File: config.mk
export PLATFORM = sky130hd
export DESIGN_NAME = ppd_core
export DESIGN_NICKNAME = d
export VERILOG_FILES = /design/src/hdl/ppd_pkg.sv /design/src/hdl/ppd_core.sv
export VERILOG_INCLUDE_DIRS = /design/src /design/src/hdl
export SDC_FILE = /design/constraint.sdc
export NUM_CORES = 1
export LEC_CHECK = 0
export BUFFER_PORTS_ARGS = -buffer_cell sky130_fd_sc_hd__buf_2
export CAP_MARGIN = 10
export CORE_UTILIZATION = 45
export DETAILED_ROUTE_END_ITERATION = 10
export SYNTH_ARGS = -nofsm -noshare
export SYNTH_HDL_FRONTEND = slang
export SYNTH_SLANG_ARGS = --single-unit
File: constraint.sdc
create_clock -name clk -period 1.6 [get_ports clk]
set_input_delay 0.32 -clock clk [delete_from_list [all_inputs] [get_ports clk]]
set_output_delay 0.32 -clock clk [all_outputs]
set_load 0.01 [all_outputs]
File: src/hdl/ppd_defines.svh
`ifndef PPD_DEFINES_SVH
`define PPD_DEFINES_SVH

`define PPD_DIV_RATIO   256
`define PPD_DIV_W       8
`define PPD_DIV_ZERO    8'h00
`define PPD_DIV_HALF    8'h80
`define PPD_DIV_ONE     8'h01
`define PPD_DIV_LAST    8'hff

`endif

File: src/hdl/ppd_pkg.sv
package ppd_pkg;

  typedef struct packed {
    logic sink;
    logic source;
  } ppd_pump_s;

  typedef enum logic [1:0] {
    PPD_PUMP_IDLE,
    PPD_PUMP_SINK,
    PPD_PUMP_SOURCE
  } ppd_pump_e;

endpackage : ppd_pkg

File: src/hdl/ppd_core.sv
`timescale 1ns/10ps
`include "ppd_defines.svh"

// How it works
// - Prescaler divides VCO input by 256
// - Detector acts on rising edges only
// - Flags span plus/minus two pi phase
// - Feedback first or faster: pump sinks
// - Reference first or faster: pump sources
// - Pulse spans earlier to later edge
// - Matched clocks leave pump quiet
// - Pump output sink, source or hi-Z
module ppd_core (
  input  wire logic       clk,
  input  wire logic       rst_n,
  input  wire logic       vco_in,
  input  wire logic       ref_osc_input,
  output logic            ref_osc_feedback,
  output logic            divided_vco_signal,
  output logic            pump_sink,
  output logic            pump_source,
  output logic            charge_pump_output,
  output logic            charge_pump_output_oe
);

  // Three-stage input synchronisers; change counts when stages 2 and 3 agree
  logic [2:0] vco_sync_r, vco_sync_nxt;
  logic [2:0] ref_sync_r, ref_sync_nxt;
  logic       vco_lvl_r, vco_lvl_nxt;
  logic       ref_lvl_r, ref_lvl_nxt;
  logic       vco_rise, ref_rise;

  always_comb begin
    vco_sync_nxt = {vco_sync_r[1:0], vco_in};
    ref_sync_nxt = {ref_sync_r[1:0], ref_osc_input};
    vco_lvl_nxt  = vco_lvl_r;
    ref_lvl_nxt  = ref_lvl_r;
    if (vco_sync_r[1] == vco_sync_r[2]) begin
      vco_lvl_nxt = vco_sync_r[2];
    end
    if (ref_sync_r[1] == ref_sync_r[2]) begin
      ref_lvl_nxt = ref_sync_r[2];
    end
  end

  always_ff @(posedge clk or negedge rst_n) begin
    if (!rst_n) begin
      vco_sync_r <= 3'h0;
      ref_sync_r <= 3'h0;
      vco_lvl_r  <= 1'b0;
      ref_lvl_r  <= 1'b0;
    end else begin
      vco_sync_r <= vco_sync_nxt;
      ref_sync_r <= ref_sync_nxt;
      vco_lvl_r  <= vco_lvl_nxt;
      ref_lvl_r  <= ref_lvl_nxt;
    end
  end

  // Inverted reference echoed back, as the oscillator buffer does
  always_ff @(posedge clk or negedge rst_n) begin
    if (!rst_n) begin
      ref_osc_feedback <= 1'b1;
    end else begin
      ref_osc_feedback <= ~ref_lvl_r;
    end
  end

  // Prescaler: one feedback rise per 256 VCO rises
  logic [`PPD_DIV_W-1:0] div_cnt_r, div_cnt_nxt;
  logic                  fb_lvl_r, fb_lvl_nxt;
  logic                  fb_rise;

  always_comb begin
    vco_rise    = vco_lvl_nxt & ~vco_lvl_r;
    ref_rise    = ref_lvl_nxt & ~ref_lvl_r;
    div_cnt_nxt = div_cnt_r;
    if (vco_rise) begin
      div_cnt_nxt = div_cnt_r + `PPD_DIV_ONE;
    end
    fb_lvl_nxt = (div_cnt_nxt < `PPD_DIV_HALF);
    fb_rise    = fb_lvl_nxt & ~fb_lvl_r;
  end

  always_ff @(posedge clk or negedge rst_n) begin
    if (!rst_n) begin
      div_cnt_r <= `PPD_DIV_ZERO;
      fb_lvl_r  <= 1'b1;
    end else begin
      div_cnt_r <= div_cnt_nxt;
      fb_lvl_r  <= fb_lvl_nxt;
    end
  end

  // Phase/frequency detector; a flag waits across whole periods so the
  // decision holds over two pi either way before wrapping
  ppd_pkg::ppd_pump_s flags_r, flags_nxt;
  logic               fb_rise_r, ref_rise_r;

  always_comb begin
    flags_nxt = flags_r;
    if (fb_rise) begin
      flags_nxt.sink = 1'b1;
    end
    if (ref_rise) begin
      flags_nxt.source = 1'b1;
    end
    // Coincident edges cancel at once: lock gives no pulse
    if (flags_nxt.sink && flags_nxt.source) begin
      flags_nxt = '0;
    end
  end

  always_ff @(posedge clk or negedge rst_n) begin
    if (!rst_n) begin
      flags_r    <= '0;
      fb_rise_r  <= 1'b0;
      ref_rise_r <= 1'b0;
    end else begin
      flags_r    <= flags_nxt;
      fb_rise_r  <= fb_rise;
      ref_rise_r <= ref_rise;
    end
  end

  always_comb begin
    divided_vco_signal    = fb_lvl_r;
    pump_sink             = flags_r.sink;
    pump_source           = flags_r.source;
    charge_pump_output    = flags_r.source;
    charge_pump_output_oe = flags_r.sink | flags_r.source;
  end
endmodule : ppd_core

* Word level (Yosys, flattened, before mapping) *
Cells that the tools add are included.

word-level totals
  bits in registers = 20
  latch bits = 0
  RAM bits = 0
  memory bits (read-only) = 0
  bits of input ports = 4
  output and inout port bits = 6
  logic and storage cells = 27
  memories kept = 0

operators by class
  add/sub/neg operators = 1
  multiply operators = 0
  div/mod/pow operators = 0
  order comparisons = 1
  eq/ne operators = 2
  shift-type cells = 0
  mux-type cells = 6
  bitwise gates (word level) = 7
  reduce and logical (&&, ||, !) cells = 1

operators with widths
  operator                                     count
  adder 8 x 1 -> 8 bit, second input constant  1
  < comparator 8 bit, second input constant    1
  two-way mux 8 bit                            1
  two-way mux 1 bit                            4
  AND 1 bit                                    3
  NOT 1 bit                                    3
  equality test 1 bit                          2
  two-way mux 2 bit                            1
  logical AND 1 bit                            1
  OR 1 bit                                     1

* Logic depth before layout (Yosys ltp) *
Gate-level depths: netlist of the first run.

  word-level depth = 9
  gate-level depth with buffers = 3
  gate-level depth less buffers = 3

* Worst setup path before layout of the first run *
Ideal clock, no wire load.

  path type = register -> register
  start = register vco_lvl_r
  end = register flags_r, in the netlist charge_pump_output
  library setup time = 120 ps
  data arrival time = 1253 ps
  required time = 1480 ps
  path slack = 226 ps
  stages on the path, launching flop included = 4
  path buffers = 0
  clock period less this slack = 1374 ps
  path through = dfrtp_1 > nand3b_4 > or4_4 > and4_1

RTL lines
  item                    RTL line         text
  from (decl)             ppd_core.sv:29   logic vco_lvl_r, vco_lvl_nxt;
  from (signal assigned)  ppd_core.sv:55   vco_lvl_r <= vco_lvl_nxt;
  to (signal assigned)    ppd_core.sv:120  flags_r <= flags_nxt;
  to (decl)               ppd_core.sv:97   ppd_pkg::ppd_pump_s flags_r, flags_nxt;

* Worst setup path after layout of the first run *
  start = register flags_r, in the netlist charge_pump_output
  end = output charge_pump_output_oe

between the ends
  word-level cells in the longest chain between the ends = 1

RTL lines
  item       RTL line         text
  OR 1 bit   ppd_core.sv:131  charge_pump_output_oe = flags_r.sink | flags_r.source;
  to (decl)  ppd_core.sv:23   output logic charge_pump_output_oe

Every way passes these cells.

==> results, run 1 <==
- Among all flip-flop cells after synthesis, the most frequent one is dfrtp_1.
- The total CTS buffers is 3.
- Post-CTS timing repair inserted 0 buffers for setup.
- The async set or reset register ratio after synthesis is 100%.
- The number of nets in the synthesized netlist is 64.
- Setup repair after global routing left no endpoint under its margin.
- Dividing total power by cell area gives a power density of 1310 nW/µm².
- In this run, the number of DRC markers left after iteration 0 of detailed routing was 6.
- The required arrival time at the worst endpoint is 1.28 ns.
- The final weighted congestion of routability-driven global placement is about 0.72.
- The stage delay of the slowest cell on the critical path is about 0.42 ns.
- The number of enable-type register cells in the synthesized netlist is 0.
- The number of levels the H-tree was split into is 1.
- After detailed routing, the total wire length is 1.10 mm.
- The fraction of final layout cells sized beyond drive strength 1 is between 20% and 30%.
- The clock passes through at most 2 buffers.
- The netlist area before placement is between 700 and 800 µm².
- The placement row count is 14.
- The final cell utilization of the core is a little under three fifths.
- After layout, the worst setup slack is approximately 0.13 ns.
- The worst slew margin relative to its limit is 71.7%.
- The number of pins exceeding their max-slew limit in the final report was 0.
- For the final database, setup skew stands at between 0.003 and 0.004 ns.
- Hold is met by roughly 0.11 ns.
- The cell accounting for the most synthesized area is dfrtp_1.
- The instance count of the mapped netlist is 59.
- The count of clock tree sinks is 20.
- Setup violations remaining at the end of the flow were counted as 0.
- The number of global-route vias before repair is roughly 420.
- The count of vias placed by the detailed router is 468.
- Sequential cells were found to cover between 60 and 70% of the synthesized design area.
- The flow ran to the end, but the final reports show violations.
- The clock root buffer master is clkbuf_4.
- Yosys printed 0 warnings.
- The number of antenna violations at the first check in global routing is 0.
- In this run the biggest area consumer among cell types represents slightly below 60% of the synthesized area.
- At the pin with the least slew margin, the transition time is approximately 0.42 ns.
- Of the total power, the clock network draws 34.7%.
- The count of final hold-check violations came to 0.
- The accumulated negative setup slack is 0 ns.
- The layout overhead on the synthesized area is 15.5%.
- Sorting the synthesized cells by area gives the leading types as dfrtp_1 58%, dfstp_2 6.8%, xnor2_1 5.6%.
- For this run, the total global-route usage over all layers was measured as between 10% and 20%.
- The placement-stage worst setup slack is around 0.19 ns.
- After detailed placement, the total cell area comes to approximately 830 µm².
- TritonCTS built the clock tree.
- The critical path goes through or2_2, buf_2.
- The peak ir drop on the vdd network is 784 µV.
- In this run the vertical extent of the chip is about 44 µm.
- The category of the most critical setup path is flop to output port.
- The max-capacitance violation count is 0.
- On the critical path the largest part of the delay comes from flip-flops.
- The finished cells cover approximately 900 µm².
- The hold-fix buffer count after cts is 1.
- The synthesized netlist contains 24 unique library cells.
- The first global-routing pass estimated between 1.5 and 2 mm of wire.
- The worst setup path is launched from a flop.
- The cell with the most instances after synthesis is dfrtp_1.
- The die area is 1900 µm².
- The DRC violation count after routing is 2.
- After layout, the minimum clock period comes to roughly 1.5 ns.
- The internal portion of the total power is slightly below 900 µW.
- The final instance count without filler cells is between 80 and 90.
- The critical path's slowest cell is dfrtp_1.
- Post-CTS repair changed the size of 0 cells.
- The number of register bits inferred by synthesis is 20.
- The final reports fail on DRC.
- In the synthesized netlist, the cells that appear most often are 18 x dfrtp_1, 7 x nand2_1, 5 x xnor2_1.
- The share of power burned in combinational logic is roughly a tenth.
- After clock tree synthesis, the clock-pin slew on the worst setup and hold paths is between 0.1 and 0.15 ns.
- The clock reaches the later pin of the worst-skew pair after ~0.30 ns.
- The final critical path takes up approximately nine tenths of the cycle.
- In this run switching power makes up 24.4% of total power.
- The number of I/O pins is 10.
- The half-perimeter wire length after detailed placement is 768 µm.
- The count of buffers inserted at the top-level ports is 9.
- From left edge to right edge, the die measures ~44 µm.
- STA puts the critical path data arrival time at around 1.2 ns.
- The placeable core region is 1560 µm².
- Timing would allow up to around 0.68 GHz.
- Once detail routing completed, the nets flagged for antenna violations numbered 0.
- The repair_antennas step left the layout with diodes totalling 0.
- Entering global routing, the biggest net connects 21 pins.
- The total buffers and inverters traversed by the critical path is 1.
- The worst setup path is captured at an output port.
- The path type of the worst min-delay path is input pin to flop.
- In this run the static leakage power is 0.419 nW.
- The starting utilization of the core area is roughly 50%.
- The post-synthesis average cell area is around 13 µm².
- In this run, placement finished with an instance count of 83.
- The detailed-router iteration count before antenna repair is 7.
- Sequential cells account for a little under three fifths of the total power.
- Summing internal, switching and leakage power gives 1.18 mW.
- The average vias per placed instance is 5.32.
- The detailed-route wire length per cell is 12.5 µm.
- Summed over all layers, the global routing overflow is 0.
- Summed over all nets, the switching power comes to around 290 µW.
- The number of nets at the end of the flow is 78.
- Of all nets on the critical path, the largest fanout is 4.
-- flip-flops by register name (all words and copies together) (netlist names) --
signal / cells
ref_sync_r: 3
pump_sink: 1
charge_pump_output: 1
divided_vco_signal: 1
vco_sync_r: 3
ref_lvl_r: 1
ref_osc_feedback: 1
div_cnt_r: 8
vco_lvl_r: 1
-- final timing paths --
check | slack [ns] | endpoint | startpoint | cells past startpoint
setup reg to reg | 0.17 | charge_pump_output$_DFF_PN0_ | vco_lvl_r$_DFF_PN0_ | 3
setup / recovery | 0.13 | charge_pump_output_oe | charge_pump_output$_DFF_PN0_ | 2
hold / removal | 0.11 | vco_sync_r[0]$_DFF_PN0_ | vco_in | 1
min in group asynchronous | 0.47 | vco_sync_r[2]$_DFF_PN0_ | rst_n | 2
hold reg to reg | 0.36 | ref_sync_r[1]$_DFF_PN0_ | ref_sync_r[0]$_DFF_PN0_ | 0
max in group asynchronous | 0.80 | divided_vco_signal$_DFF_PN1_ | rst_n | 2
-- per-layer routing --
layer	wire length [µm]	share of wire, %	up-vias	global-route usage (%)
li1	-	-	226	-
met1	566	51	229	18.8
met2	490	45	13	19.1
met3	44	4.0	0	6.25
met4	0	0	0	9.38
met5	0	0	-	0
-- cell families after synthesis --
kind of cell | after synthesis | synth area share, %
buffers and inverters | 2 | 1.45
AND/OR/NAND/NOR | 22 | 18.2
adder cells (fa/ha/maj) | 2 | 2.90
AO/OA/AOI/OAI | 5 | 3.70
XOR/XNOR | 8 | 9.02
flip-flops | 20 | 64.7
-- cell usage in the layout, fill, tap and decap left out, drive strengths merged --
| cell | instances |
|---|---|
| nand3 | 1 |
| bufinv | 1 |
| xor2 | 3 |
| xnor2 | 5 |
| nand4 | 3 |
| o21ai | 2 |
| and4 | 1 |
| ha | 1 |
| clkbuf | 3 |
| dfstp | 2 |
| nand2 | 7 |
| and3 | 1 |
| inv | 1 |
| nor3 | 2 |
| a21oi | 1 |
| nand3b | 1 |
| dfrtp | 18 |
| dlygate4sd3 | 1 |
| and3b | 1 |
| o21bai | 1 |
| or4 | 1 |
| nor2 | 2 |
| or2 | 1 |
| a31oi | 1 |
| nand2b | 1 |
| maj3 | 1 |
| buf | 9 |
-- power by group through the flow --
stage / combinational (mW) / clock [mW] / sequential (mW)
floorplan: 0.0885 / 0 / 0.644
global placement: 0.121 / 0 / 0.656
detailed placement: 0.119 / 0 / 0.658
CTS: 0.122 / 0.421 / 0.649
global route: 0.140 / 0.445 / 0.659
finish: 0.120 / 0.409 / 0.648
-- final cells by class --
type                       count  area (µm²)
clock buffer                   3        22.5
clock inverter                 1        30.0
fill                         141         662
inverter                       1        3.75
multi-input combinational     37         263
sequential                    20         503
tap                           16        20.0
timing repair buffer          10        55.1
(Power assumes the default switching activity.)
==> inputs of run 2 (changes only) <==
Settings changed: ABC_AREA from default to 1.
==> results, run 2 <==
- The detailed-router iteration count before antenna repair is 6 (-1).
- The register-to-register setup slack is 0.43 ns (+0.26 ns).
- The post-synthesis average cell area is 11.5 µm² (-13%).
- The number of global-route vias before repair is 426 (+1.9%).
- The count of final hold-check violations was 0 (unchanged).
- The global routing met1 resource utilization was 20.3% (+1.5 points).
- The transition time at the pin with the least slew margin is 0.418 ns (-0.00589 ns).
- The antenna violation net count after detailed routing is 0 (unchanged).
- The width of the die is 43.9 µm (+0.84%).
- The terminating pin of the worst hold path is vco_sync_r[0]$_DFF_PN0_.
- The number of enable-type register cells in the synthesized netlist came to 0 (unchanged).
- The category of the worst setup path capture point is an output port.
- The required arrival time at the worst endpoint is 1.28 ns (about the same).
- The most common cell after layout, fill and taps aside is dfrtp_1.
- The placement row count is 14 (unchanged).
- The number of distinct library cell variants in the gate-level netlist after synthesis was 21 (-13%).
- The highest clock frequency the design can meet is 0.780 GHz (+15%).
- The post-CTS clock slew at the launch and capture registers of the worst setup and hold paths came to 0.11 ns (about the same).
- Traced cell by cell, the critical path runs through inv_1, nand2_1, buf_2.
- The startpoint type of the worst setup path is a flop.
- The half-perimeter wire length after detailed placement is 775 µm (+0.95%).
- The floorplan die height is 43.9 µm (+0.84%).
- The starting utilization of the core area is 50.2% (+0.32 points).
- The met2 track demand over resource in global routing is 17.3% (-1.8 points).
- The largest registers in the layout are div_cnt_r: 8 flops, ref_sync_r: 3 flops, vco_sync_r: 3 flops.
- The met3 track utilization from global routing was 2.50% (-3.8 points).
- The flow ran to the end, and the final reports show no timing, DRC or antenna violations.
- The aggregate routed wire length was 1.00 mm (-8.8%).
- The netlist area before placement is 791 µm² (+1.8%).
- The startpoint identified for the worst register-to-register timing path is vco_lvl_r$_DFF_PN0_.
- The deepest clock path buffer count is 2 (unchanged).
- The average vias per placed instance is 4.60 (-13%).
- The cell depth of the worst hold path is 1 (unchanged).
- The number of pins exceeding their max-slew limit in the final report was 0 (unchanged).
- The clock root buffer master is clkbuf_4.
- The count of synthesis-stage warnings from yosys is 0 (unchanged).
- The worst path arrival time is 0.96 ns (-0.19 ns).
- After synthesis, the cell types taking the most area are dfrtp_1 57%, dfstp_2 6.6%, inv_1 5.2%.
- The die area is 1930 µm² (+1.7%).
- The maximum clock skew at final layout is 0.00956 ns (+0.00576 ns).
- TritonCTS built the clock tree.
- The worst min-delay path startpoint is vco_in.
- The number of levels the H-tree was split into is 1 (unchanged).
- The count of clock tree sinks was 20 (unchanged).
- The final total power is 1.01 mW (-14%).
- Summed over all instances, the cell type with the most area after synthesis is dfrtp_1.
- The stage delay of the slowest cell on the critical path is 0.39 ns (-0.03 ns).
- The post-cts resize count is 0 (unchanged).
- The path class of the tightest hold or removal check is input pin to flop.
- The share of the synthesized area in the top cell type is 57.0% (-1.0 points).
- The post-synth net total is 74 (+16%).
- The critical path's slowest cell is dfrtp_1.
- The number of I/O pins is 10 (unchanged).
- The total CTS buffers came to 3 (unchanged).
- The first-pass GRT wire length was 1.83 mm (-1.1%).
- The number of nets at the end of the flow is 88 (+13%).
- The length in cells of the worst reg-to-reg path came to 8 (+5).
- The count of vias placed by the detailed router was 451 (-3.6%).
- The maximum number of pins on one net before global-route repair was 21 (unchanged).
- The violation count after the first detailed-routing iteration was 6 (unchanged).
- The latest clock arrival within the worst-skew pair is 0.29 ns (about the same).
- The overflow left after global routing was 0 (unchanged).
- The max-capacitance violation count was 0 (unchanged).
- The most used flip-flop cell after synthesis is dfrtp_1.
- The overall track demand over capacity in global routing is 13.4% (-0.89 points).
- The fraction of final layout cells sized beyond drive strength 1 was 26.8% (-0.95 points).
- The worst-path maximum fanout is 3 (-1).
- The placeable core region is 1580 µm² (+1.1%).
- The worst slew margin relative to its limit is 72.1% (+0.39 points).
- The accumulated negative setup slack came to 0 ns (unchanged).
- The detailed-route wire length per cell is 10.2 µm (-18%).
- The global routing stage identified its most utilized layer as met1.
- The total power divided by cell area is 1140 nW/µm² (-13%).
- The setup fix buffers added after clock tree synthesis came to 0 (unchanged).
- Ranked by flip-flop count, first place goes to div_cnt_r.
- Relative to the synthesized area, the layout overhead comes to 11.9%.
- The number of register bits inferred by synthesis is 20 (unchanged).
- The number of antenna violations at the first check in global routing is 0 (unchanged).
- The worst-case setup margin in the final layout is 0.318 ns (+0.187 ns).
- The critical path depth in cells is 3 (+1).
- The instance count of the mapped netlist is 69 (+17%).
- The count of buffers inserted at the top-level ports is 9 (unchanged).
- The placement-stage worst setup slack is 0.449 ns (+0.258 ns).
- The static leakage is 0.447 nW (+6.7%).
- The final count of negative-setup-slack endpoints is 0 (unchanged).
- In this run the critical register-to-register path is captured at charge_pump_output$_DFF_PN0_.
- The async set or reset register ratio after synthesis is 100% (unchanged).
- The library cells used most frequently in the layout, excluding fill and tap cells, are 18 x dfrtp_1, 11 x inv_1, 11 x nand2_1.
- The sequential-to-total area share from yosys stat is 63.6% (-1.1 points).
- The DRC violation count after routing is 0 (-2).
- By count the netlist is led by 18 x dfrtp_1, 11 x inv_1, 11 x nand2_1.
- The cell with the most instances after synthesis is dfrtp_1.
- The hold-fix buffer count after cts is 1 (unchanged).
- The total buffers and inverters traversed by the critical path came to 2 (+1).
- Broken down by cell family, the worst path's largest delay share belongs to flip-flops.
- The final worst-path cycle share is 80.1% (-12 points).
- The count of inserted antenna diode cells is 0 (unchanged).
- The peak ir drop on the vdd network is 634 µV (-19%).
- The number of flip-flops in the largest register was 8 (unchanged).
- The final weighted congestion of routability-driven global placement is 0.754 (+4.3%).
- The category of the most critical setup path is flop to output port.
- Setup repair after global routing left no endpoint under its margin.
- The final critical path time including I/O delays and setup is 1.28 ns (-0.187 ns).
[run 2: report_power, final]
group          internal (mW)  switching, mW
logic                 0.0574         0.0756
clock network         0.0969          0.139
registers              0.577         0.0634
[run 2: worst reg2reg max path, stage by stage (launching register included)]
cell,delay (ns)
dfrtp_1,0.39
inv_1,0.09
nand3_4,0.11
nor2_4,0.12
nand3_1,0.09
nand2_2,0.08
nand3_2,0.08
nand2_1,0.07
nor2_1,0.03
[run 2: cells by family (layout without fill, tap and decap cells)]
group | Yosys count | count (layout) | synth area share (%)
buf+inv | 12 | 25 | 6.17
simple gates | 27 | 27 | 19.5
fa+ha+maj | 2 | 2 | 2.85
flops | 20 | 20 | 63.6
xor+xnor | 5 | 5 | 5.54
compound gates | 3 | 3 | 2.37
[run 2: through the flow]
step | instance area (µm²) | hold WS, ns | utilization [%] | instances
floorplan | 791 | 0.0244 | - | 69
global placement | 848 | 0.282 | 53.8 | 93
detailed placement | 848 | 0.283 | 53.8 | 93
CTS | 885 | 0.117 | 56.1 | 98
global route | 885 | 0.116 | 56.1 | 98
finish | 885 | 0.121 | 56.1 | 98
[run 2: how the worst max path moves through the flow]
stage                              from                            to  slack (ns)
CTS                 pump_sink$_DFF_PN0_         charge_pump_output_oe        0.29
detailed placement  vco_lvl_r$_DFF_PN0_  charge_pump_output$_DFF_PN0_        0.45
floorplan           vco_lvl_r$_DFF_PN0_  charge_pump_output$_DFF_PN0_        0.54
finish              pump_sink$_DFF_PN0_         charge_pump_output_oe        0.32
global placement    vco_lvl_r$_DFF_PN0_  charge_pump_output$_DFF_PN0_        0.46
global route        pump_sink$_DFF_PN0_         charge_pump_output_oe        0.25
[run 2: layout make-up]
cell class / instances / area [µm²]
multi-input cells: 37 / 239
fillers: 143 / 692
repair buffers: 10 / 55.1
well taps: 16 / 20.0
clock buffers: 4 / 26.3
inverters: 11 / 41.3
flip-flops and latches: 20 / 503
[run 2: per-layer routing]
layer  wire length [µm]  vias to the layer above
met5                  0                        -
met1                537                      205
li1                   -                      236
met3                 34                        2
met2                420                        8
met4                 10                        0
==> inputs of run 3 (changes only) <==
Settings changed: ABC_AREA 1 to 0, PLACE_DENSITY from default to 0.67.
Clock period 1.6 ns to 1.1 ns, I/O delays scaled along.
==> results, run 3 (synthesized netlist as in run 1, its figures left out) <==
- The antenna violation net count after detailed routing is 0 (unchanged).
- The number of levels the H-tree was split into is 1 (unchanged).
- The DRC violation count after routing is 4 (+4).
- The stage delay of the slowest cell on the critical path is 0.52 ns (+0.13 ns).
- The total CTS buffers is 3 (unchanged).
- The switching component of the power is 488 µW (+76%).
- The static leakage was 0.585 nW (+31%).
- The worst path arrival time is 1.51 ns (+0.55 ns).
- The most common cell after layout, fill and taps aside is dfrtp_1.
- The number of I/O pins came to 10 (unchanged).
- The peak ir drop on the vdd network came to 1110 µV (+76%).
- The final critical path time including I/O delays and setup is ~1.3 ns.
- STA classifies the critical path startpoint as a flop.
- In this run the worst hold path is classified as input pin to flop.
- The worst slew margin relative to its limit came to 71.4% (-0.72 points).
- The total power divided by cell area was 1520 nW/µm² (+34%).
- The count of buffers inserted at the top-level ports is 9 (unchanged).
- The count of clock tree sinks is 20 (unchanged).
- The deepest clock path buffer count is 2 (unchanged).
- The met2 track demand over resource in global routing was 31.3% (+14 points).
- In the final layout, the registers with the most flip-flops are div_cnt_r: 8 flops, ref_sync_r: 3 flops, vco_sync_r: 3 flops.
- The post-CTS clock slew at the launch and capture registers of the worst setup and hold paths is 0.11 ns (about the same).
- From synthesis to final layout, the design area changed by 49.4%.
- The floorplan die height was 43.6 µm (-0.83%).
- The die area is 1900 µm² (-1.7%).
- The overall track demand over capacity in global routing is 17.6% (+4.1 points).
- The aggregate routed wire length is 1.51 mm (+51%).
- The worst setup path is captured at a flop.
- The accumulated negative setup slack is -1.17 ns (-1.17 ns).
- The max-capacitance violation count is 0 (unchanged).
- The number of pins exceeding their max-slew limit in the final report is 0 (unchanged).
- The first-pass GRT wire length is 2.34 mm (+28%).
- The number of global-route vias before repair is 567 (+33%).
- After global routing, the most crowded layer is met2.
- The maximum number of pins on one net before global-route repair is 21 (unchanged).
- The fraction of power spent switching nets is 27.6% (+0.051 points).
- The maximum clock skew at final layout is 0.00190 ns (-0.00766 ns).
- The met3 track utilization from global routing is 2.50% (unchanged).
- Setup repair after global routing could not meet its margin everywhere.
- The placement-stage worst setup slack came to -0.180 ns (-0.628 ns).
- The starting utilization of the core area is 49.8% (-0.32 points).
- The overflow left after global routing is 0 (unchanged).
- The run finished, with violations left.
- The final total power is 1.77 mW (+75%).
- The half-perimeter wire length after detailed placement is 906 µm (+17%).
- The global routing met1 resource utilization is 20.1% (-0.16 points).
- The number of nets at the end of the flow is 101 (+15%).
- The placement row count is 14 (unchanged).
- The relative contribution of sequential cells to total power came to 51.0% (-13 points).
- The number of flip-flops in the largest register is 8 (unchanged).
- On the critical path, the stage with the largest delay is an instance of or4_4.
- The register with the highest flop count is div_cnt_r.
- The final critical path takes up 119% of the cycle.
- By startpoint and endpoint, the worst setup path is classified as flop to flop.
- The fill cell instance count of the final layout is 107 (-25%).
- The detailed-router iteration count before antenna repair is 7 (+1).
- The violation count after the first detailed-routing iteration is 13 (+7).
- The worst-case setup margin in the final layout is -0.210 ns (-0.528 ns).
- The worst-path maximum fanout is 2 (-1).
- The number of antenna violations at the first check in global routing is 0 (unchanged).
- The average vias per placed instance is 5.04 (+9.4%).
- The final reports fail on DRC, setup timing.
- The clock power share was 24.4% (+1.0 points).
- The final weighted congestion of routability-driven global placement is 0.779 (+3.3%).
- The final cell utilization of the core was 74.5% (+18 points).
- The placeable core region was 1560 µm² (-1.1%).
- The share of power burned in combinational logic is 24.6% (+11 points).
- The final count of negative-setup-slack endpoints is 13 (+13).
- Traced cell by cell, the critical path runs through nand2b_4, or4_4, and4_1.
- Leaving out fill and tap cells, the most frequent cells in the layout are 18 x dfrtp_1, 16 x buf_4, 12 x buf_6.
- The highest clock frequency the design can meet is between 0.7 and 0.8 GHz.
- The count of final hold-check violations was 0 (unchanged).
- The detailed-route wire length per cell is 13.6 µm (+33%).
- The required arrival time at the worst endpoint came to 1.30 ns (+0.02 ns).
- The count of vias placed by the detailed router is 559 (+24%).
- Clock tree synthesis selected as its root buffer the cell clkbuf_4.
- The width of the die is 43.6 µm (-0.83%).
- The cell-internal power is 1.28 mW (+75%).
- The transition time at the pin with the least slew margin is 0.429 ns (+0.0109 ns).
- The count of inserted antenna diode cells came to 0 (unchanged).
- The fraction of final layout cells sized beyond drive strength 1 is 51.6% (+25 points).
- TritonCTS built the clock tree.
- The latest clock arrival within the worst-skew pair is 0.30 ns (about the same).
==> run 3: worst paths after layout <==
path                            slack, ns                         start  cells past startpoint                      endpoint
worst min register to register       0.36       ref_sync_r[0]$_DFF_PN0_                      0       ref_sync_r[1]$_DFF_PN0_
worst max-delay path                -0.21  divided_vco_signal$_DFF_PN1_                      3  charge_pump_output$_DFF_PN0_
worst min-delay path                 0.01                 ref_osc_input                      1       ref_sync_r[0]$_DFF_PN0_
worst max register to register      -0.21  divided_vco_signal$_DFF_PN1_                      3  charge_pump_output$_DFF_PN0_
min in group asynchronous            0.37                         rst_n                      2           pump_sink$_DFF_PN0_
max in group asynchronous            0.40                         rst_n                      2  divided_vco_signal$_DFF_PN1_
==> run 3: metrics by stage <==
step / hold WS [ns] / cell area [µm²] / std cells
floorplan: -0.0756 / 785 / 59
global placement: 0.183 / 970 / 100
detailed placement: 0.187 / 970 / 100
CTS: 0.00305 / 1100 / 108
global route: 0.00922 / 1160 / 111
finish: 0.0125 / 1160 / 111
==> run 3: critical path: cells and delay by family, from the launching register on <==
family        cells  cell delay [ns]
flops             1             0.39
simple gates      3             0.82
==> run 3: final cells by class <==
type	instances	area (µm²)	area share (%)
clock buffer	4	36.3	3.13
multi-input combinational	37	308	26.5
timing repair buffer	33	290	25.0
inverter	1	3.75	0.323
sequential	20	503	43.3
tap	16	20.0	1.72
==> run 3: layer usage <==
layer | share of wire [%] | vias to the layer above
met2 | 53 | 14
met5 | 0 | -
met1 | 41 | 268
met3 | 3.6 | 4
met4 | 2.2 | 0
li1 | - | 273
==> run 3: power groups by stage <==
stage | registers (mW) | logic [mW] | clock network (mW)
final | 0.902 | 0.435 | 0.432
after global routing | 0.913 | 0.474 | 0.468
after CTS | 0.901 | 0.392 | 0.446
after detailed placement | 0.915 | 0.358 | 0
after global placement | 0.909 | 0.345 | 0
after floorplan | 0.937 | 0.129 | 0
==> run 3: timing repair <==
| action | CTS | global route |
|---|---|---|
| resized for setup | 12 | 9 |
| pin swaps | 6 | 7 |
| hold buffers | 1 | 1 |
| gates cloned | 0 | 0 |
| setup buffers | 3 | 2 |
| hold endpoints to repair | 18 | 1 |
| endpoints found under the setup margin | 11 | 16 |
